File: config.mk
export PLATFORM = sky130hd
export DESIGN_NAME = mdd_decode
export DESIGN_NICKNAME = d
export VERILOG_FILES = /design/src/pkg/mdd_pkg.sv /design/src/verilog/mdd_cycle_timer.sv /design/src/verilog/mdd_decode.sv
export VERILOG_INCLUDE_DIRS = /design/src /design/src/pkg
export SDC_FILE = /design/constraint.sdc
export NUM_CORES = 1
export LEC_CHECK = 0
export ABC_AREA = 1
export BUFFER_PORTS_ARGS = -buffer_cell sky130_fd_sc_hd__buf_4
export CAP_MARGIN = 30
export CORE_UTILIZATION = 60
export CTS_CLUSTER_DIAMETER = 50
export DETAILED_ROUTE_END_ITERATION = 7
export MAX_ROUTING_LAYER = met4
export PLACE_DENSITY = 0.79
export SYNTH_ARGS = -nofsm -noshare
export SYNTH_HDL_FRONTEND = slang
export SYNTH_HIERARCHICAL = 1
export SYNTH_SLANG_ARGS = --single-unit
File: constraint.sdc
create_clock -name clk_i -period 5.85 [get_ports clk_i]
set_input_delay 0.585 -clock clk_i [delete_from_list [all_inputs] [get_ports clk_i]]
set_output_delay 0.585 -clock clk_i [all_outputs]
set_load 0.005 [all_outputs]
File: src/pkg/mdd_defs.svh
`ifndef MDD_DEFS_SVH
`define MDD_DEFS_SVH

// ==========================================================
// opcode patterns
`define MDD_OPC_GRP_MULDIV  7'b1111011
`define MDD_OPC_MUL_IMM     8'b01101001
`define MDD_OPC_MUL_IMM_MSK 8'b11111101
`define MDD_OPC_ADJ_MUL     8'hd4
`define MDD_OPC_ADJ_DIV     8'hd5
`define MDD_ADJ_SECOND      8'h0a
`define MDD_OPC_SEXT_BW     8'h98
`define MDD_OPC_SEXT_WD     8'h99
`define MDD_OPC_SHIFT_ONE   7'b1101000
`define MDD_OPC_SHIFT_CNT   7'b1101001
`define MDD_OPC_SHIFT_IMM   7'b1100000
`define MDD_OPC_AND         6'b001000
`define MDD_OPC_OR          6'b000010
`define MDD_OPC_TEST_RM     7'b1000010
`define MDD_OPC_TEST_ACC    7'b1010100
`define MDD_REG_TEST_IMM    3'b000
`define MDD_REG_SMUL        3'b101
`define MDD_REG_UDIV        3'b110
`define MDD_REG_SDIV        3'b111
`define MDD_MOD_REGISTER    2'b11

// ==========================================================
// cycle counts: register byte, register word, memory byte, memory word
`define MDD_CNT_W           10
`define MDD_C_SMUL_RB       10'd25
`define MDD_C_SMUL_RW       10'd34
`define MDD_C_SMUL_MB       10'd31
`define MDD_C_SMUL_MW       10'd40
`define MDD_C_SMUL_SPAN     4'h3
`define MDD_C_SMULI_R       10'd22
`define MDD_C_SMULI_M       10'd29
`define MDD_C_UDIV_RB       10'd29
`define MDD_C_UDIV_RW       10'd38
`define MDD_C_UDIV_MB       10'd35
`define MDD_C_UDIV_MW       10'd44
`define MDD_C_SDIV_RB       10'd44
`define MDD_C_SDIV_RW       10'd53
`define MDD_C_SDIV_MB       10'd50
`define MDD_C_SDIV_MW       10'd59
`define MDD_C_SDIV_SPAN     4'h8
`define MDD_C_ADJ_MUL       10'd19
`define MDD_C_ADJ_DIV       10'd15
`define MDD_C_SEXT_BW       10'd2
`define MDD_C_SEXT_WD       10'd4
`define MDD_C_SHIFT1_R      10'd2
`define MDD_C_SHIFT1_M      10'd15
`define MDD_C_SHIFTN_R      10'd5
`define MDD_C_SHIFTN_M      10'd17
`define MDD_C_LOGIC_R       10'd3
`define MDD_C_LOGIC_M       10'd10
`define MDD_C_TESTI_R       10'd4
`define MDD_C_TESTA_B       10'd3
`define MDD_C_TESTA_W       10'd4
`define MDD_C_WORD_MEM      10'd4

`endif

File: src/pkg/mdd_pkg.sv
package mdd_pkg;

  // ==========================================================
  // types
  typedef enum logic [4:0] {
    OP_NONE, OP_GROUP, OP_SMUL, OP_SMUL_IMM, OP_UDIV, OP_SDIV,
    OP_ADJ_MUL, OP_ADJ_DIV, OP_SEXT_BW, OP_SEXT_WD,
    OP_SHIFT_ONE, OP_SHIFT_CNT, OP_SHIFT_IMM,
    OP_AND, OP_OR, OP_TEST_RM, OP_TEST_IMM, OP_TEST_ACC
  } mdd_op_t;

  typedef enum logic [2:0] {
    ST_OPCODE, ST_MODRM, ST_SECOND, ST_IMM, ST_EXEC
  } mdd_state_t;

  typedef struct packed {
    mdd_op_t     op;
    logic        wide;
    logic        dir;
    logic        mem;
    logic        writes;
    logic [1:0]  mode;
    logic [2:0]  reg_f;
    logic [2:0]  rm;
    logic [15:0] imm;
  } mdd_instr_t;

endpackage : mdd_pkg

File: src/verilog/mdd_cycle_timer.sv
`timescale 1ns/1ps
`include "mdd_defs.svh"

module mdd_cycle_timer (
  // clock and reset
  input  wire logic                    clk_i,
  input  wire logic                    resetn_i,
  // control
  input  wire logic                    load_i,
  input  wire logic [`MDD_CNT_W-1:0]   load_val_i,
  output logic                         expire_o
);

  logic [`MDD_CNT_W-1:0] cnt_r;
  logic [`MDD_CNT_W-1:0] cnt_nxt;

  always_comb begin
    cnt_nxt = cnt_r;
    if (load_i) begin
      cnt_nxt = load_val_i;
    end else if (cnt_r != '0) begin
      cnt_nxt = cnt_r - `MDD_CNT_W'd1;
    end
  end

  always_ff @(posedge clk_i or negedge resetn_i) begin
    if (!resetn_i) begin
      cnt_r <= '0;
    end else begin
      cnt_r <= cnt_nxt;
    end
  end

  // expires in the last cycle of the loaded count
  assign expire_o = (cnt_r == `MDD_CNT_W'd1);

endmodule : mdd_cycle_timer

File: src/verilog/mdd_decode.sv
`timescale 1ns/1ps
`include "mdd_defs.svh"

module mdd_decode (
  // clock and reset
  input  wire logic               clk_i,
  input  wire logic               resetn_i,
  // instruction byte stream from the fetch unit
  input  wire logic               byte_valid_i,
  input  wire logic [7:0]         byte_i,
  output logic                    byte_ready_o,
  // operand-dependent figures from the datapath
  input  wire logic [7:0]         shift_count_i,
  input  wire logic [3:0]         op_extra_i,
  // decoded instruction and sequencing
  output mdd_pkg::mdd_instr_t     instr_o,
  output logic                    busy_o,
  output logic                    done_o,
  output logic                    illegal_o
);

  // ==========================================================
  // decode helpers
  function automatic mdd_pkg::mdd_op_t first_class(input logic [7:0] b);
    first_class = mdd_pkg::OP_NONE;
    if (b[7:1] == `MDD_OPC_GRP_MULDIV)                             first_class = mdd_pkg::OP_GROUP;
    else if ((b & `MDD_OPC_MUL_IMM_MSK) == `MDD_OPC_MUL_IMM)       first_class = mdd_pkg::OP_SMUL_IMM;
    else if (b == `MDD_OPC_ADJ_MUL)                                first_class = mdd_pkg::OP_ADJ_MUL;
    else if (b == `MDD_OPC_ADJ_DIV)                                first_class = mdd_pkg::OP_ADJ_DIV;
    else if (b == `MDD_OPC_SEXT_BW)                                first_class = mdd_pkg::OP_SEXT_BW;
    else if (b == `MDD_OPC_SEXT_WD)                                first_class = mdd_pkg::OP_SEXT_WD;
    else if (b[7:1] == `MDD_OPC_SHIFT_ONE)                         first_class = mdd_pkg::OP_SHIFT_ONE;
    else if (b[7:1] == `MDD_OPC_SHIFT_CNT)                         first_class = mdd_pkg::OP_SHIFT_CNT;
    else if (b[7:1] == `MDD_OPC_SHIFT_IMM)                         first_class = mdd_pkg::OP_SHIFT_IMM;
    else if (b[7:2] == `MDD_OPC_AND)                               first_class = mdd_pkg::OP_AND;
    else if (b[7:2] == `MDD_OPC_OR)                                first_class = mdd_pkg::OP_OR;
    else if (b[7:1] == `MDD_OPC_TEST_RM)                           first_class = mdd_pkg::OP_TEST_RM;
    else if (b[7:1] == `MDD_OPC_TEST_ACC)                          first_class = mdd_pkg::OP_TEST_ACC;
  endfunction : first_class

  function automatic logic [3:0] clamp(input logic [3:0] x, input logic [3:0] lim);
    clamp = (x > lim) ? lim : x;
  endfunction : clamp

  function automatic logic [9:0] pick4(input logic m, input logic w,
                                       input logic [9:0] rb, input logic [9:0] rw,
                                       input logic [9:0] mb, input logic [9:0] mw);
    pick4 = m ? (w ? mw : mb) : (w ? rw : rb);
  endfunction : pick4

  function automatic logic [9:0] cycles(input mdd_pkg::mdd_instr_t i,
                                        input logic [7:0] n, input logic [3:0] ex);
    logic [9:0] c;
    c = '0;
    case (i.op)
      mdd_pkg::OP_SMUL:      c = pick4(i.mem, i.wide, `MDD_C_SMUL_RB, `MDD_C_SMUL_RW,
                                       `MDD_C_SMUL_MB, `MDD_C_SMUL_MW)
                                 + {6'h00, clamp(ex, `MDD_C_SMUL_SPAN)};
      mdd_pkg::OP_SMUL_IMM:  c = (i.mem ? `MDD_C_SMULI_M : `MDD_C_SMULI_R)
                                 + {6'h00, clamp(ex, `MDD_C_SMUL_SPAN)};
      mdd_pkg::OP_UDIV:      c = pick4(i.mem, i.wide, `MDD_C_UDIV_RB, `MDD_C_UDIV_RW,
                                       `MDD_C_UDIV_MB, `MDD_C_UDIV_MW);
      mdd_pkg::OP_SDIV:      c = pick4(i.mem, i.wide, `MDD_C_SDIV_RB, `MDD_C_SDIV_RW,
                                       `MDD_C_SDIV_MB, `MDD_C_SDIV_MW)
                                 + {6'h00, clamp(ex, `MDD_C_SDIV_SPAN)};
      mdd_pkg::OP_ADJ_MUL:   c = `MDD_C_ADJ_MUL;
      mdd_pkg::OP_ADJ_DIV:   c = `MDD_C_ADJ_DIV;
      mdd_pkg::OP_SEXT_BW:   c = `MDD_C_SEXT_BW;
      mdd_pkg::OP_SEXT_WD:   c = `MDD_C_SEXT_WD;
      mdd_pkg::OP_SHIFT_ONE: c = i.mem ? `MDD_C_SHIFT1_M : `MDD_C_SHIFT1_R;
      mdd_pkg::OP_SHIFT_CNT,
      mdd_pkg::OP_SHIFT_IMM: c = (i.mem ? `MDD_C_SHIFTN_M : `MDD_C_SHIFTN_R) + {2'b00, n};
      mdd_pkg::OP_AND,
      mdd_pkg::OP_OR,
      mdd_pkg::OP_TEST_RM:   c = i.mem ? `MDD_C_LOGIC_M : `MDD_C_LOGIC_R;
      mdd_pkg::OP_TEST_IMM:  c = i.mem ? `MDD_C_LOGIC_M : `MDD_C_TESTI_R;
      mdd_pkg::OP_TEST_ACC:  c = i.wide ? `MDD_C_TESTA_W : `MDD_C_TESTA_B;
      default:               c = `MDD_C_SEXT_BW;
    endcase
    if (i.mem && i.wide) begin
      c = c + `MDD_C_WORD_MEM;
    end
    cycles = c;
  endfunction : cycles

  // ==========================================================
  // decode state
  mdd_pkg::mdd_state_t state_r, state_nxt;
  mdd_pkg::mdd_instr_t instr_r, instr_nxt;
  logic [1:0]          imm_left_r, imm_left_nxt;
  logic                imm_got_r, imm_got_nxt;
  logic                done_nxt, illegal_nxt;
  logic                finish;
  logic                load;
  logic [9:0]          load_val;
  logic [9:0]          run_len_r, run_len_nxt;
  logic [7:0]          n_sel;
  logic                take;
  logic                expire;

  // the ready flop follows the next state, so take matches what the source saw
  assign take = byte_valid_i && byte_ready_o;

  always_comb begin
    state_nxt    = state_r;
    instr_nxt    = instr_r;
    imm_left_nxt = imm_left_r;
    imm_got_nxt  = imm_got_r;
    done_nxt     = 1'b0;
    illegal_nxt  = 1'b0;
    finish       = 1'b0;
    n_sel        = shift_count_i;
    run_len_nxt  = (state_r == mdd_pkg::ST_EXEC) ? run_len_r + 10'h001 : run_len_r;
    case (state_r)
      mdd_pkg::ST_OPCODE: if (take) begin
        instr_nxt      = '0;
        instr_nxt.op   = first_class(byte_i);
        instr_nxt.wide = byte_i[0];
        instr_nxt.dir  = byte_i[1];
        imm_got_nxt    = 1'b0;
        imm_left_nxt   = 2'h0;
        case (first_class(byte_i))
          mdd_pkg::OP_NONE: illegal_nxt = 1'b1;
          mdd_pkg::OP_SEXT_BW,
          mdd_pkg::OP_SEXT_WD: finish = 1'b1;
          mdd_pkg::OP_ADJ_MUL,
          mdd_pkg::OP_ADJ_DIV: state_nxt = mdd_pkg::ST_SECOND;
          mdd_pkg::OP_TEST_ACC: begin
            imm_left_nxt = byte_i[0] ? 2'h2 : 2'h1;
            state_nxt    = mdd_pkg::ST_IMM;
          end
          mdd_pkg::OP_SMUL_IMM: begin
            instr_nxt.wide = 1'b1;
            state_nxt      = mdd_pkg::ST_MODRM;
          end
          default: state_nxt = mdd_pkg::ST_MODRM;
        endcase
      end
      mdd_pkg::ST_MODRM: if (take) begin
        instr_nxt.mode  = byte_i[7:6];
        instr_nxt.reg_f = byte_i[5:3];
        instr_nxt.rm    = byte_i[2:0];
        instr_nxt.mem   = (byte_i[7:6] != `MDD_MOD_REGISTER);
        if (instr_r.op == mdd_pkg::OP_GROUP) begin
          case (byte_i[5:3])
            `MDD_REG_TEST_IMM: instr_nxt.op = mdd_pkg::OP_TEST_IMM;
            `MDD_REG_SMUL:     instr_nxt.op = mdd_pkg::OP_SMUL;
            `MDD_REG_UDIV:     instr_nxt.op = mdd_pkg::OP_UDIV;
            `MDD_REG_SDIV:     instr_nxt.op = mdd_pkg::OP_SDIV;
            default:           instr_nxt.op = mdd_pkg::OP_NONE;
          endcase
        end
        case (instr_nxt.op)
          mdd_pkg::OP_NONE: begin
            illegal_nxt = 1'b1;
            state_nxt   = mdd_pkg::ST_OPCODE;
          end
          mdd_pkg::OP_TEST_IMM: begin
            imm_left_nxt = instr_r.wide ? 2'h2 : 2'h1;
            state_nxt    = mdd_pkg::ST_IMM;
          end
          mdd_pkg::OP_SMUL_IMM: begin
            imm_left_nxt = instr_r.dir ? 2'h1 : 2'h2;
            state_nxt    = mdd_pkg::ST_IMM;
          end
          mdd_pkg::OP_SHIFT_IMM: begin
            imm_left_nxt = 2'h1;
            state_nxt    = mdd_pkg::ST_IMM;
          end
          default: finish = 1'b1;
        endcase
      end
      mdd_pkg::ST_SECOND: if (take) begin
        finish      = (byte_i == `MDD_ADJ_SECOND);
        illegal_nxt = !finish;
        state_nxt   = mdd_pkg::ST_OPCODE;
      end
      mdd_pkg::ST_IMM: if (take) begin
        // low byte arrives first
        instr_nxt.imm[{imm_got_r, 3'b000} +: 8] = byte_i;
        imm_got_nxt  = 1'b1;
        imm_left_nxt = imm_left_r - 2'h1;
        n_sel        = byte_i;
        if (imm_left_r == 2'h1) begin
          finish = 1'b1;
          if (instr_r.op == mdd_pkg::OP_SMUL_IMM && instr_r.dir) begin
            instr_nxt.imm[15:8] = {8{byte_i[7]}};
          end
        end
      end
      mdd_pkg::ST_EXEC: if (expire) begin
        state_nxt = mdd_pkg::ST_OPCODE;
        done_nxt  = 1'b1;
      end
      default: state_nxt = mdd_pkg::ST_OPCODE;
    endcase
    if (finish) begin
      // tests only touch flags; everything else writes back
      instr_nxt.writes = !(instr_nxt.op == mdd_pkg::OP_TEST_RM ||
                           instr_nxt.op == mdd_pkg::OP_TEST_IMM ||
                           instr_nxt.op == mdd_pkg::OP_TEST_ACC);
      state_nxt   = mdd_pkg::ST_EXEC;
      run_len_nxt = 10'h000;
    end
    load     = finish;
    load_val = cycles(instr_nxt, n_sel, op_extra_i);
  end

  always_ff @(posedge clk_i or negedge resetn_i) begin
    if (!resetn_i) begin
      state_r      <= mdd_pkg::ST_OPCODE;
      instr_r      <= '0;
      imm_left_r   <= 2'h0;
      imm_got_r    <= 1'b0;
      run_len_r    <= 10'h000;
      byte_ready_o <= 1'b0;
      busy_o       <= 1'b0;
      done_o       <= 1'b0;
      illegal_o    <= 1'b0;
    end else begin
      state_r      <= state_nxt;
      instr_r      <= instr_nxt;
      imm_left_r   <= imm_left_nxt;
      imm_got_r    <= imm_got_nxt;
      run_len_r    <= run_len_nxt;
      byte_ready_o <= (state_nxt != mdd_pkg::ST_EXEC);
      busy_o       <= (state_nxt == mdd_pkg::ST_EXEC);
      done_o       <= done_nxt;
      illegal_o    <= illegal_nxt;
    end
  end

  assign instr_o = instr_r;

  mdd_cycle_timer mdd_cycle_timer_i (
    .clk_i      (clk_i),
    .resetn_i   (resetn_i),
    .load_i     (load),
    .load_val_i (load_val),
    .expire_o   (expire)
  );

  // ==========================================================
  // checks
  a_sext_bw_time: assert property (@(posedge clk_i) disable iff (!resetn_i)
    (state_r == mdd_pkg::ST_OPCODE && take && byte_i == `MDD_OPC_SEXT_BW)
    |=> busy_o [*2] ##1 (done_o && !busy_o)) else $error("byte sign extend length");
  a_sext_wd_time: assert property (@(posedge clk_i) disable iff (!resetn_i)
    (state_r == mdd_pkg::ST_OPCODE && take && byte_i == `MDD_OPC_SEXT_WD)
    |=> busy_o [*4] ##1 (done_o && !busy_o)) else $error("word sign extend length");
  a_adj_mul_len: assert property (@(posedge clk_i) disable iff (!resetn_i)
    (done_o && instr_o.op == mdd_pkg::OP_ADJ_MUL) |-> run_len_r == `MDD_C_ADJ_MUL)
    else $error("adjust after multiply length");
  a_adj_div_len: assert property (@(posedge clk_i) disable iff (!resetn_i)
    (done_o && instr_o.op == mdd_pkg::OP_ADJ_DIV) |-> run_len_r == `MDD_C_ADJ_DIV)
    else $error("adjust before divide length");
  a_udiv_len: assert property (@(posedge clk_i) disable iff (!resetn_i)
    (done_o && instr_o.op == mdd_pkg::OP_UDIV) |-> run_len_r ==
    pick4(instr_o.mem, instr_o.wide, `MDD_C_UDIV_RB, `MDD_C_UDIV_RW, `MDD_C_UDIV_MB,
          `MDD_C_UDIV_MW + `MDD_C_WORD_MEM)) else $error("unsigned divide length");
  a_sdiv_range: assert property (@(posedge clk_i) disable iff (!resetn_i)
    (done_o && instr_o.op == mdd_pkg::OP_SDIV && !instr_o.mem && !instr_o.wide)
    |-> run_len_r >= `MDD_C_SDIV_RB && run_len_r <= `MDD_C_SDIV_RB + 10'd8)
    else $error("signed divide length");
  a_smul_range: assert property (@(posedge clk_i) disable iff (!resetn_i)
    (done_o && instr_o.op == mdd_pkg::OP_SMUL && !instr_o.mem && instr_o.wide)
    |-> run_len_r >= `MDD_C_SMUL_RW && run_len_r <= `MDD_C_SMUL_RW + 10'd3)
    else $error("signed multiply length");
  a_test_no_write: assert property (@(posedge clk_i) disable iff (!resetn_i)
    (busy_o && (instr_o.op == mdd_pkg::OP_TEST_RM || instr_o.op == mdd_pkg::OP_TEST_ACC ||
                instr_o.op == mdd_pkg::OP_TEST_IMM))
    |-> !instr_o.writes) else $error("test must not write");
  a_logic_len: assert property (@(posedge clk_i) disable iff (!resetn_i)
    (done_o && instr_o.op == mdd_pkg::OP_AND)
    |-> run_len_r == (instr_o.mem ? `MDD_C_LOGIC_M + (instr_o.wide ? `MDD_C_WORD_MEM : 10'd0)
                                  : `MDD_C_LOGIC_R)) else $error("logic op length");
  a_shift_one_len: assert property (@(posedge clk_i) disable iff (!resetn_i)
    (done_o && instr_o.op == mdd_pkg::OP_SHIFT_ONE && !instr_o.mem)
    |-> run_len_r == `MDD_C_SHIFT1_R) else $error("shift by one length");

endmodule : mdd_decode
Word level (Yosys, flattened, before mapping):

Index checks and enable logic that the tools add are counted.
Widths: inputs -> output; s select.

* reductions and logical operators: 30
* equality and inequality tests: 56
* magnitude comparators: 2
* mux-type cells: 94
* shifts and indexed selects: 2
* add/sub/neg operators: 8

Operators by type and width (count)
* $mux 5: 22
* $pmux 9 s12: 1
* $eq 5x4->1 const B: 10
* $eq 7x7->1 const B: 6
* $mux 8: 5
* $mux 33: 1
* $eq 8x8->1 const B: 4
* $mux 4: 8
* $pmux 16 s2: 1
* $eq 5x3->1 const B: 6
* $mux 10: 3
* $mux 6: 5
* $eq 5x2->1 const B: 5
* $eq 5x5->1 const B: 4
* $mux 1: 20
* $pmux 5 s4: 1
* $mux 3: 6
* $bwmux 16: 1
* $mux 16: 1
* $mux 2: 8
* $pmux 8 s2: 1
* $shift 8x6->16 const A: 1
* $shiftx 8x6->16: 1
* $eq 3x3->1 const B: 5
* other kinds (43): 66

* flip-flop bits (word level): 53
* word-level logic and storage cells: 209

Depth between registers and ports, before layout:

Gate-level depths: netlist of run 1.

* depth in word-level cells: 27
* depth in mapped cells: 27
* mapped depth without buffers: 27

Cells and area by module:

Netlist of run 1, hierarchy kept.

By module, submodules not included
* mdd_decode: sequential area each 1076.0 µm², area each 4182.8 µm², cells each 616, instances 1
* mdd_cycle_timer: sequential area each 250.2 µm², area each 720.7 µm², cells each 99, instances 1

Least setup slack after synthesis of run 1:

OpenSTA, ideal clock, no wires.

* kind: in2reg
* start point: input port byte_valid_i
* end point: register mdd_cycle_timer_i.cnt_r[5]
* cell stages on the path: 25
* setup slack: 1.540 ns
* data required time: 5.732 ns
* data arrival time: 4.192 ns
* library setup time: 0.118 ns
* path through: nand2_1 inv_2 nand2_2 buf_2 a22oi_1 inv_1 ha_1 inv_1 fa_1 inv_1 nand2_1 nand2_1 a21oi_1 xor2_1 inv_1 nand2_1 nand4_1 nor2_2 nor2_2 nand3_1 o21ai_0 nand2_1 or2_2 nand2_1 nor2_1

RTL lines
* start: declaration: line mdd_decode.sv:9 `input wire logic byte_valid_i,`
* end signal: assignment: line mdd_cycle_timer.sv:30 `cnt_r <= cnt_nxt;`
* end: declaration: line mdd_cycle_timer.sv:14 `` logic [`MDD_CNT_W-1:0] cnt_r; ``

==> impl_results.html, run 1 <==
<table>
<tr><th>Metric</th><th>Value</th></tr>
<tr><th colspan="2">Outcome</th></tr>
<tr><td>Outcome</td><td>finished clean</td></tr>
<tr><th colspan="2">Placement</th></tr>
<tr><td>Final HPWL from detailed placement</td><td>10600 um</td></tr>
<tr><td>Final weighted congestion of routability-driven global placement</td><td>0.978</td></tr>
<tr><td>Port Buf Inserts</td><td>59</td></tr>
<tr><td>DP Cell Count</td><td>867</td></tr>
<tr><td>Pre-CTS WS</td><td>1190 ps</td></tr>
<tr><th colspan="2">Global route</th></tr>
<tr><td>Pin count of the biggest net entering global routing</td><td>54</td></tr>
<tr><td>Antenna violations before repair</td><td>0</td></tr>
<tr><td>Global route total overflow</td><td>0</td></tr>
<tr><td>Total routing usage reported by global routing</td><td>0.332</td></tr>
<tr><td>Number of global-route vias before repair</td><td>4748</td></tr>
<tr><td>Wire length of the first global-routing pass</td><td>22100 um</td></tr>
<tr><th colspan="2">Power and ir drop</th></tr>
<tr><td>Overall power</td><td>roughly 1.9 mW</td></tr>
<tr><td>Switching share of power</td><td>0.483</td></tr>
<tr><td>Clock share of power</td><td>0.138</td></tr>
<tr><td>VDD IR-drop max</td><td>~0.17 mV</td></tr>
<tr><td>Lkg Pwr</td><td>about 2.9 nW</td></tr>
<tr><td>Power density of the placed cells</td><td>339 nW/um^2</td></tr>
<tr><td>Comb power frac</td><td>0.567</td></tr>
<tr><td>Net switching power</td><td>around 0.90 mW</td></tr>
<tr><td>Internal power summed over all cells</td><td>0.968 mW</td></tr>
<tr><td>Register share of total power</td><td>0.295</td></tr>
<tr><th colspan="2">Detailed routing</th></tr>
<tr><td>Detailed-route vias per instance</td><td>5.60</td></tr>
<tr><td>Number of DRC violations after detailed routing</td><td>0</td></tr>
<tr><td>Mean routed wirelength per cell</td><td>~15 um</td></tr>
<tr><td>Number of DRC markers after the initial detailed-route iteration</td><td>295</td></tr>
<tr><td>Number of vias after detailed routing</td><td>4902</td></tr>
<tr><td>Detail Route Antenna Nets</td><td>0</td></tr>
<tr><td>DR pass1 iterations</td><td>5</td></tr>
<tr><td>Final routed wirelength across all metal layers</td><td>13300 um</td></tr>
<tr><th colspan="2">Setup path</th></tr>
<tr><td>Worst setup SP type</td><td>flip-flop</td></tr>
<tr><td>Endpoint required time on the critical path</td><td>6050 ps</td></tr>
<tr><td>Kind of end point of the critical path</td><td>flip-flop</td></tr>
<tr><td>CP Class</td><td>flip-flop to flip-flop</td></tr>
<tr><td>Worst-path maximum fanout</td><td>19</td></tr>
<tr><td>Most prevalent standard cell on the critical path</td><td>nand2_1</td></tr>
<tr><td>Worst Path Arrival</td><td>4680 ps</td></tr>
<tr><td>Slowest stage cell, crit path</td><td>dfrtp_1</td></tr>
<tr><td>Worst stage delay on the critical path</td><td>500 ps</td></tr>
<tr><td>Top cell family by delay on the critical path</td><td>simple AND/OR/NAND/NOR gates</td></tr>
<tr><td>Count of buffer and inverter cells on the critical path</td><td>5</td></tr>
<tr><th colspan="2">Floorplan</th></tr>
<tr><td>Initial Util</td><td>0.628</td></tr>
<tr><td>I/O pin count</td><td>60</td></tr>
<tr><td>Row cnt</td><td>32</td></tr>
<tr><td>Die Area</td><td>8540 um^2</td></tr>
<tr><td>Die height</td><td>between 90 and 100 um</td></tr>
<tr><td>Width of the die</td><td>roughly 90 um</td></tr>
<tr><td>Core ar.</td><td>about 8000 um^2</td></tr>
<tr><th colspan="2">Timing</th></tr>
<tr><td>Number of max-slew violations in the final report</td><td>0</td></tr>
<tr><td>Worst path setup slack after routing</td><td>1370 ps</td></tr>
<tr><td>Count of final hold-check violations</td><td>0</td></tr>
<tr><td>Worst clock skew on the final layout</td><td>10.1 ps</td></tr>
<tr><td>RSZ-0062 raised after global routing</td><td>false</td></tr>
<tr><td>Post-route minimum period</td><td>approximately 4500 ps</td></tr>
<tr><td>Final number of setup-violating endpoints</td><td>0</td></tr>
<tr><td>Share of the cycle needed by the critical path after routing</td><td>0.765</td></tr>
<tr><td>Max-slew headroom</td><td>0.402</td></tr>
<tr><td>Fin Setup TNS</td><td>0 ps</td></tr>
<tr><td>Fmax achieved</td><td>223 MHz</td></tr>
<tr><td>Slew @ Worst Pin</td><td>between 800 and 900 ps</td></tr>
<tr><th colspan="2">CTS</th></tr>
<tr><td>Clock buffer count from CTS</td><td>5</td></tr>
<tr><td>Post-CTS Setup Bufs</td><td>0</td></tr>
<tr><td>Sink Count</td><td>53</td></tr>
<tr><td>CTS max path bufs</td><td>2</td></tr>
<tr><td>Count of hold buffers inserted by post-cts repair</td><td>0</td></tr>
<tr><td>Clock latency on the worst-skew pair</td><td>310 ps</td></tr>
<tr><td>Number of cells upsized or downsized after cts</td><td>0</td></tr>
<tr><td>Clock transition at the registers of the reported paths</td><td>110 ps</td></tr>
<tr><td>Clock root cell</td><td>clkbuf_8</td></tr>
<tr><td>TritonCTS clock tree</td><td>built</td></tr>
<tr><td>CTS HTree Levels</td><td>2</td></tr>
<tr><th colspan="2">Synth</th></tr>
<tr><td>Share of flip-flops with an asynchronous set or reset</td><td>1.00</td></tr>
<tr><td>Number of register bits inferred by synthesis</td><td>53</td></tr>
<tr><td>Netlist cell types</td><td>50</td></tr>
<tr><td>Average size of a mapped cell</td><td>6.86 um^2</td></tr>
<tr><td>Synthesis warning total</td><td>6</td></tr>
<tr><td>Share of synthesized area occupied by flip-flops and latches</td><td>0.270</td></tr>
<tr><td>Netlist Area Pre-Place</td><td>4900 um^2</td></tr>
<tr><td>Predominant post-synthesis flop cell</td><td>dfrtp_1</td></tr>
<tr><td>Count of flip-flops with a built-in enable after synthesis</td><td>0</td></tr>
<tr><td>Synthesized netlist cell count</td><td>715</td></tr>
<tr><th colspan="2">Hold path</th></tr>
<tr><td>Hold Crit Class</td><td>primary input to async pin</td></tr>
<tr><th colspan="2">Finish</th></tr>
<tr><td>Layout overhead on the synthesized area</td><td>12.5%</td></tr>
<tr><td>Number of antenna repair diodes</td><td>0</td></tr>
<tr><td>Post-route insts no fill</td><td>about 880</td></tr>
<tr><td>Number of nets in the final layout</td><td>821</td></tr>
<tr><td>Layout cells sized above 1</td><td>0.220</td></tr>
<tr><th colspan="2">Job</th></tr>
<tr><td>Max-cap violations</td><td>0</td></tr>
</table>
## worst paths after layout
path	endpoint	slack, ps	from	depth (start not counted)
setup / recovery	mdd_cycle_timer_i/cnt_r[5]	1370	state_r[2]	25
hold / removal	instr_o[16]	300	resetn_i	1
setup reg to reg	mdd_cycle_timer_i/cnt_r[5]	1370	state_r[2]	25
hold reg to reg	instr_o[19]	500	instr_o[19]	2
max in group asynchronous	instr_o[6]	5070	resetn_i	1
min in group clk_i	instr_o[19]	500	instr_o[19]	2
## cell usage in the layout, fill, tap and decap left out, types with 6 or more instances in the layout
cell type  count
a21oi_1       21
buf_4         61
dfrtp_1       53
ha_1          23
inv_1         98
inv_2         19
nand2_1      167
nand2_2       23
nand3_1       46
nand4_1       14
nor2_1        78
nor2_2        15
nor2_4        10
nor3_1         7
o21ai_0       42
o21ai_1        6
o22ai_1        7
or2_2          6
xor2_1         7
## flip-flops by register name (all words and copies together) (netlist names)
signal,count
imm_got_r,1
busy_o,1
instr_o,33
illegal_o,1
mdd_cycle_timer_i/cnt_r,10
done_o,1
state_r,3
byte_ready_o,1
imm_left_r,2
## synth_stat cells (all sizes together), types with 3 or more instances
cell	n	area share
nand2	193	0.16
nor3	9	0.011
a22oi	4	0.0061
or2	7	0.0089
o22ai	7	0.0089
buf	12	0.018
xor2	7	0.013
fa	3	0.012
nand4	14	0.018
inv	118	0.091
nand3b	3	0.0046
o21ai	52	0.058
nor4	4	0.0064
dfrtp	53	0.27
nor2	106	0.11
nand3	54	0.069
a21oi	26	0.035
ha	23	0.059
a31oi	3	0.0038
## logic make-up after synthesis
family / Yosys count / synth area share
buffers and inverters: 133 / 0.112
other: 1 / 0.000765
DFF: 53 / 0.270
xor gates and xnor gates: 9 / 0.0161
and+or+nand+nor: 390 / 0.397
adders and majority gates: 26 / 0.0709
AOI/OAI and AO/OA: 103 / 0.133
## metrics by stage
step / utilization / area, um^2 / hold slack, ps
detailed placement: 0.692 / 5400 / 473
finish: 0.706 / 5520 / 296
global placement: 0.692 / 5400 / 465
CTS: 0.706 / 5520 / 334
global route: 0.706 / 5520 / 340
floorplan: - / 4910 / 289
## power by group through the flow
stage	sequential, mW	combinational, mW	clock, mW
floorplan	0.529	0.792	0
global placement	0.552	1.01	0
detailed placement	0.559	1.05	0
CTS	0.552	1.06	0.258
global route	0.562	1.20	0.271
finish	0.552	1.06	0.258
## final cells by class
class / instances / area [um^2]
inverter: 119 / 454
tap: 102 / 128
fill: 682 / 2290
clock inverter: 2 / 38.8
multi-input combinational: 532 / 3040
sequential: 53 / 1330
timing repair buffer: 61 / 458
clock buffer: 6 / 72.6
## layer usage
| metal | GRT usage | up-vias | wire length, um |
|---|---|---|---|
| met5 | - | - | 0 |
| met4 | 0.0951 | 0 | 227 |
| met3 | 0.0411 | 22 | 777 |
| met2 | 0.536 | 170 | 6420 |
| met1 | 0.440 | 2305 | 5920 |
| li1 | - | 2405 | - |
## worst register-to-register path: cells and delay by family (launching register included)
| kind | cells | cell delay, ps |
|---|---|---|
| XOR/XNOR | 1 | 160 |
| AND/OR/NAND/NOR | 14 | 1820 |
| adder cells (fa/ha/maj) | 2 | 770 |
| buffers and inverters | 5 | 590 |
| AO/OA/AOI/OAI | 3 | 540 |
| flip-flops | 1 | 500 |
Power figures use the tool's default switching activity.
==> run 2, diff against run 1 <==
--- a/config.mk
+++ b/config.mk
@@ -9,11 +9,11 @@
 export ABC_AREA = 1
 export BUFFER_PORTS_ARGS = -buffer_cell sky130_fd_sc_hd__buf_4
 export CAP_MARGIN = 30
-export CORE_UTILIZATION = 60
+export CORE_UTILIZATION = 54
 export CTS_CLUSTER_DIAMETER = 50
 export DETAILED_ROUTE_END_ITERATION = 7
 export MAX_ROUTING_LAYER = met4
-export PLACE_DENSITY = 0.79
+export PLACE_DENSITY = 0.75
 export SYNTH_ARGS = -nofsm -noshare
 export SYNTH_HDL_FRONTEND = slang
 export SYNTH_HIERARCHICAL = 1
==> constraint.sdc (replaced) <==
create_clock -name clk_i -period 4.1 [get_ports clk_i]
set_input_delay 0.41 -clock clk_i [delete_from_list [all_inputs] [get_ports clk_i]]
set_output_delay 0.41 -clock clk_i [all_outputs]
set_load 0.005 [all_outputs]
==> run 2 against run 1 <==
Net effect: first-iteration DRC count decreased by 25%; sequential cell count did not move; design area rose by 1.4%; clock skew up 4.9 ps; highest routed layer unchanged; core utilization is 6.8 points lower; critical path type unchanged; wire length fell by 2.2%; register-to-register slack got worse by 1000 ps; sequential share of layout area is 0.32 points lower; largest cell class unchanged; largest power group unchanged; combinational power increased by 49%.
==> impl_results.html, run 2 (synthesized netlist as in run 1, its figures left out) <==
<table>
<tr><th>Metric</th><th>Value</th></tr>
<tr><th colspan="2">CTS</th></tr>
<tr><td>Post-CTS Setup Bufs</td><td>0</td></tr>
<tr><td>Sink Count</td><td>between 50 and 60</td></tr>
<tr><td>Clock root cell</td><td>clkbuf_8</td></tr>
<tr><td>Clock latency on the worst-skew pair</td><td>approximately 320 ps</td></tr>
<tr><td>Clock transition at the registers of the reported paths</td><td>120 ps</td></tr>
<tr><td>CTS HTree Levels</td><td>2</td></tr>
<tr><td>Clock buffer count from CTS</td><td>5</td></tr>
<tr><td>TritonCTS clock tree</td><td>built</td></tr>
<tr><td>CTS max path bufs</td><td>2</td></tr>
<tr><th colspan="2">Floorplan</th></tr>
<tr><td>Die Area</td><td>~9500 um^2</td></tr>
<tr><td>I/O pin count</td><td>60</td></tr>
<tr><td>Core ar.</td><td>8760 um^2</td></tr>
<tr><td>Initial Util</td><td>0.560</td></tr>
<tr><td>Row cnt</td><td>34</td></tr>
<tr><td>Width of the die</td><td>97.3 um</td></tr>
<tr><td>Die height</td><td>97.3 um</td></tr>
<tr><th colspan="2">Global route</th></tr>
<tr><td>Pin count of the biggest net entering global routing</td><td>54</td></tr>
<tr><td>Wire length of the first global-routing pass</td><td>21900 um</td></tr>
<tr><td>Antenna violations before repair</td><td>0</td></tr>
<tr><td>Total routing usage reported by global routing</td><td>0.292</td></tr>
<tr><td>Number of global-route vias before repair</td><td>4645</td></tr>
<tr><td>Global route total overflow</td><td>0</td></tr>
<tr><th colspan="2">Timing</th></tr>
<tr><td>RSZ-0062 raised after global routing</td><td>false</td></tr>
<tr><td>Fin Setup TNS</td><td>0 ps</td></tr>
<tr><td>Post-route minimum period</td><td>3720 ps</td></tr>
<tr><td>Slew @ Worst Pin</td><td>between 900 and 1000 ps</td></tr>
<tr><td>Final number of setup-violating endpoints</td><td>0</td></tr>
<tr><td>Count of final hold-check violations</td><td>0</td></tr>
<tr><td>Max-slew headroom</td><td>0.339</td></tr>
<tr><td>Fmax achieved</td><td>between 200 and 300 MHz</td></tr>
<tr><td>Number of max-slew violations in the final report</td><td>0</td></tr>
<tr><td>Hold slack</td><td>121 ps</td></tr>
<tr><td>Worst clock skew on the final layout</td><td>15.0 ps</td></tr>
<tr><td>Share of the cycle needed by the critical path after routing</td><td>0.908</td></tr>
<tr><th colspan="2">Power and ir drop</th></tr>
<tr><td>VDD IR-drop max</td><td>0.257 mV</td></tr>
<tr><td>Lkg Pwr</td><td>2.96 nW</td></tr>
<tr><td>Power density of the placed cells</td><td>481 nW/um^2</td></tr>
<tr><td>Overall power</td><td>roughly 2.7 mW</td></tr>
<tr><th colspan="2">Setup path</th></tr>
<tr><td>Launch point of the critical path</td><td>state_r[1]</td></tr>
<tr><td>Cell Chain, Critical Path</td><td>nor2_4 -&gt; nand2_2 -&gt; nor2_4 -&gt; a22oi_2 -&gt; inv_1 -&gt; ha_1 -&gt; ha_1 -&gt; a31oi_1 -&gt; or2_2 -&gt; nand2_1 -&gt; inv_1 -&gt; nand2_1 -&gt; nand2_1 -&gt; inv_1 -&gt; nand3_1 -&gt; nor2_2 -&gt; inv_1 -&gt; ha_1 -&gt; nand2_1 -&gt; nor3_2 -&gt; xor2_1 -&gt; o21ai_0 -&gt; nor2_1</td></tr>
<tr><td>Slowest stage cell, crit path</td><td>dfrtp_1</td></tr>
<tr><td>Critical R2R Launch</td><td>state_r[1]</td></tr>
<tr><td>Internal reg-to-reg setup slack</td><td>380 ps</td></tr>
<tr><td>Worst setup SP type</td><td>flip-flop</td></tr>
<tr><td>Worst reg2reg path depth</td><td>23</td></tr>
<tr><td>CP Class</td><td>flip-flop to flip-flop</td></tr>
<tr><td>Count of buffer and inverter cells on the critical path</td><td>4</td></tr>
<tr><td>Kind of end point of the critical path</td><td>flip-flop</td></tr>
<tr><td>Top cell family by delay on the critical path</td><td>simple AND/OR/NAND/NOR gates</td></tr>
<tr><td>Worst Path Arrival</td><td>3930 ps</td></tr>
<tr><td>Worst stage delay on the critical path</td><td>just under 500 ps</td></tr>
<tr><td>Destination of the worst register-to-register timing path</td><td>mdd_cycle_timer_i/cnt_r[6]</td></tr>
<tr><td>Worst-path maximum fanout</td><td>8</td></tr>
<tr><td>Endpoint required time on the critical path</td><td>4300 ps</td></tr>
<tr><th colspan="2">Finish</th></tr>
<tr><td>Filler cells</td><td>829</td></tr>
<tr><td>Layout overhead on the synthesized area</td><td>14.1%</td></tr>
<tr><td>Layout cells sized above 1</td><td>0.234</td></tr>
<tr><td>Number of antenna repair diodes</td><td>0</td></tr>
<tr><td>Design area</td><td>5590 um^2</td></tr>
<tr><td>Most frequent cells in the layout</td><td>166 x nand2_1, 98 x inv_1, 77 x nor2_1</td></tr>
<tr><td>Leading cell type in the layout, fill and taps excluded</td><td>nand2_1</td></tr>
<tr><td>Fraction of the core area covered by cells at the end of the flow</td><td>0.638</td></tr>
<tr><td>Flip-flop count of the largest register after layout</td><td>33</td></tr>
<tr><td>Number of nets in the final layout</td><td>approximately 830</td></tr>
<tr><th colspan="2">Detailed routing</th></tr>
<tr><td>Number of vias after detailed routing</td><td>4799</td></tr>
<tr><td>Mean routed wirelength per cell</td><td>14.7 um</td></tr>
<tr><td>Final routed wirelength across all metal layers</td><td>13000 um</td></tr>
<tr><td>DR pass1 iterations</td><td>5</td></tr>
<tr><td>Detailed-route vias per instance</td><td>roughly 5.4</td></tr>
<tr><td>Number of DRC violations after detailed routing</td><td>0</td></tr>
<tr><td>Number of DRC markers after the initial detailed-route iteration</td><td>221</td></tr>
<tr><td>Detail Route Antenna Nets</td><td>0</td></tr>
<tr><th colspan="2">Placement</th></tr>
<tr><td>Port Buf Inserts</td><td>between 50 and 60</td></tr>
<tr><td>Cell area reported after detailed placement</td><td>approximately 5500 um^2</td></tr>
<tr><td>Final weighted congestion of routability-driven global placement</td><td>0.976</td></tr>
<tr><td>Final HPWL from detailed placement</td><td>10500 um</td></tr>
<tr><th colspan="2">Hold path</th></tr>
<tr><td>Hold Crit Class</td><td>primary input to async pin</td></tr>
<tr><th colspan="2">Outcome</th></tr>
<tr><td>Outcome</td><td>finished clean</td></tr>
<tr><th colspan="2">Job</th></tr>
<tr><td>Max-cap violations</td><td>0</td></tr>
</table>
==> run 2: changes by cell type in the layout (fill, tap and decap cells not counted), sizes merged <==
cell    change
buf         +8
clkbuf      -1
inv         +2
bufinv      -1
==> run 2: final cells by class <==
cell class	instances	area [um^2]	area share
clock buffer	5	68.8	0.0123
clock inverter	3	28.8	0.00514
inverter	119	454	0.0812
multi-input combinational	532	3060	0.547
sequential	53	1330	0.237
tap	108	135	0.0242
timing repair buffer	69	518	0.0926
==> run 2: worst register-to-register path: stages, from the launching register on <==
cell and delay (ps):
dfrtp_1 490, nor2_4 210, nand2_2 110, nor2_4 180, a22oi_2 90, inv_1 250
ha_1 320, ha_1 300, a31oi_1 90, or2_2 300, nand2_1 70, inv_1 40
nand2_1 60, nand2_1 50, inv_1 50, nand3_1 70, nor2_2 150, inv_1 70
ha_1 210, nand2_1 120, nor3_2 70, xor2_1 140, o21ai_0 160, nor2_1 50
==> run 2: repair_timing <==
action | in CTS | in global routing
endpoints found under the setup margin | 0 | 2
gates resized for setup | 0 | 5
hold endpoints to repair | 0 | 0
hold buffers | 0 | 0
==> run 2: power by group <==
part	switching (mW)	internal (mW)
clock network	0.201	0.128
logic	0.986	0.598
registers	0.131	0.648
total	1.32	1.37
==> run 2: worst max path at each step <==
stage | cells after the start | to
after CTS | 25 | mdd_cycle_timer_i/cnt_r[6]
final | 23 | mdd_cycle_timer_i/cnt_r[6]
after floorplan | 25 | mdd_cycle_timer_i/cnt_r[5]
after global routing | 25 | mdd_cycle_timer_i/cnt_r[5]
after global placement | 26 | mdd_cycle_timer_i/cnt_r[6]
after detailed placement | 26 | mdd_cycle_timer_i/cnt_r[6]
==> run 2: through the flow <==
step,worst slack [ps],instances
4_1_cts,233,889
6_report,376,889
3_3_place_gp,271,881
3_5_place_dp,124,881
2_1_floorplan,258,718
5_1_grt,43.6,889
==> run 2: routing by layer <==
layer	global-route usage	vias up	wire, um
li1	-	2416	-
met5	-	-	0
met2	0.485	137	6280
met1	0.378	2222	5940
met3	0.0281	24	513
met4	0.0939	0	303
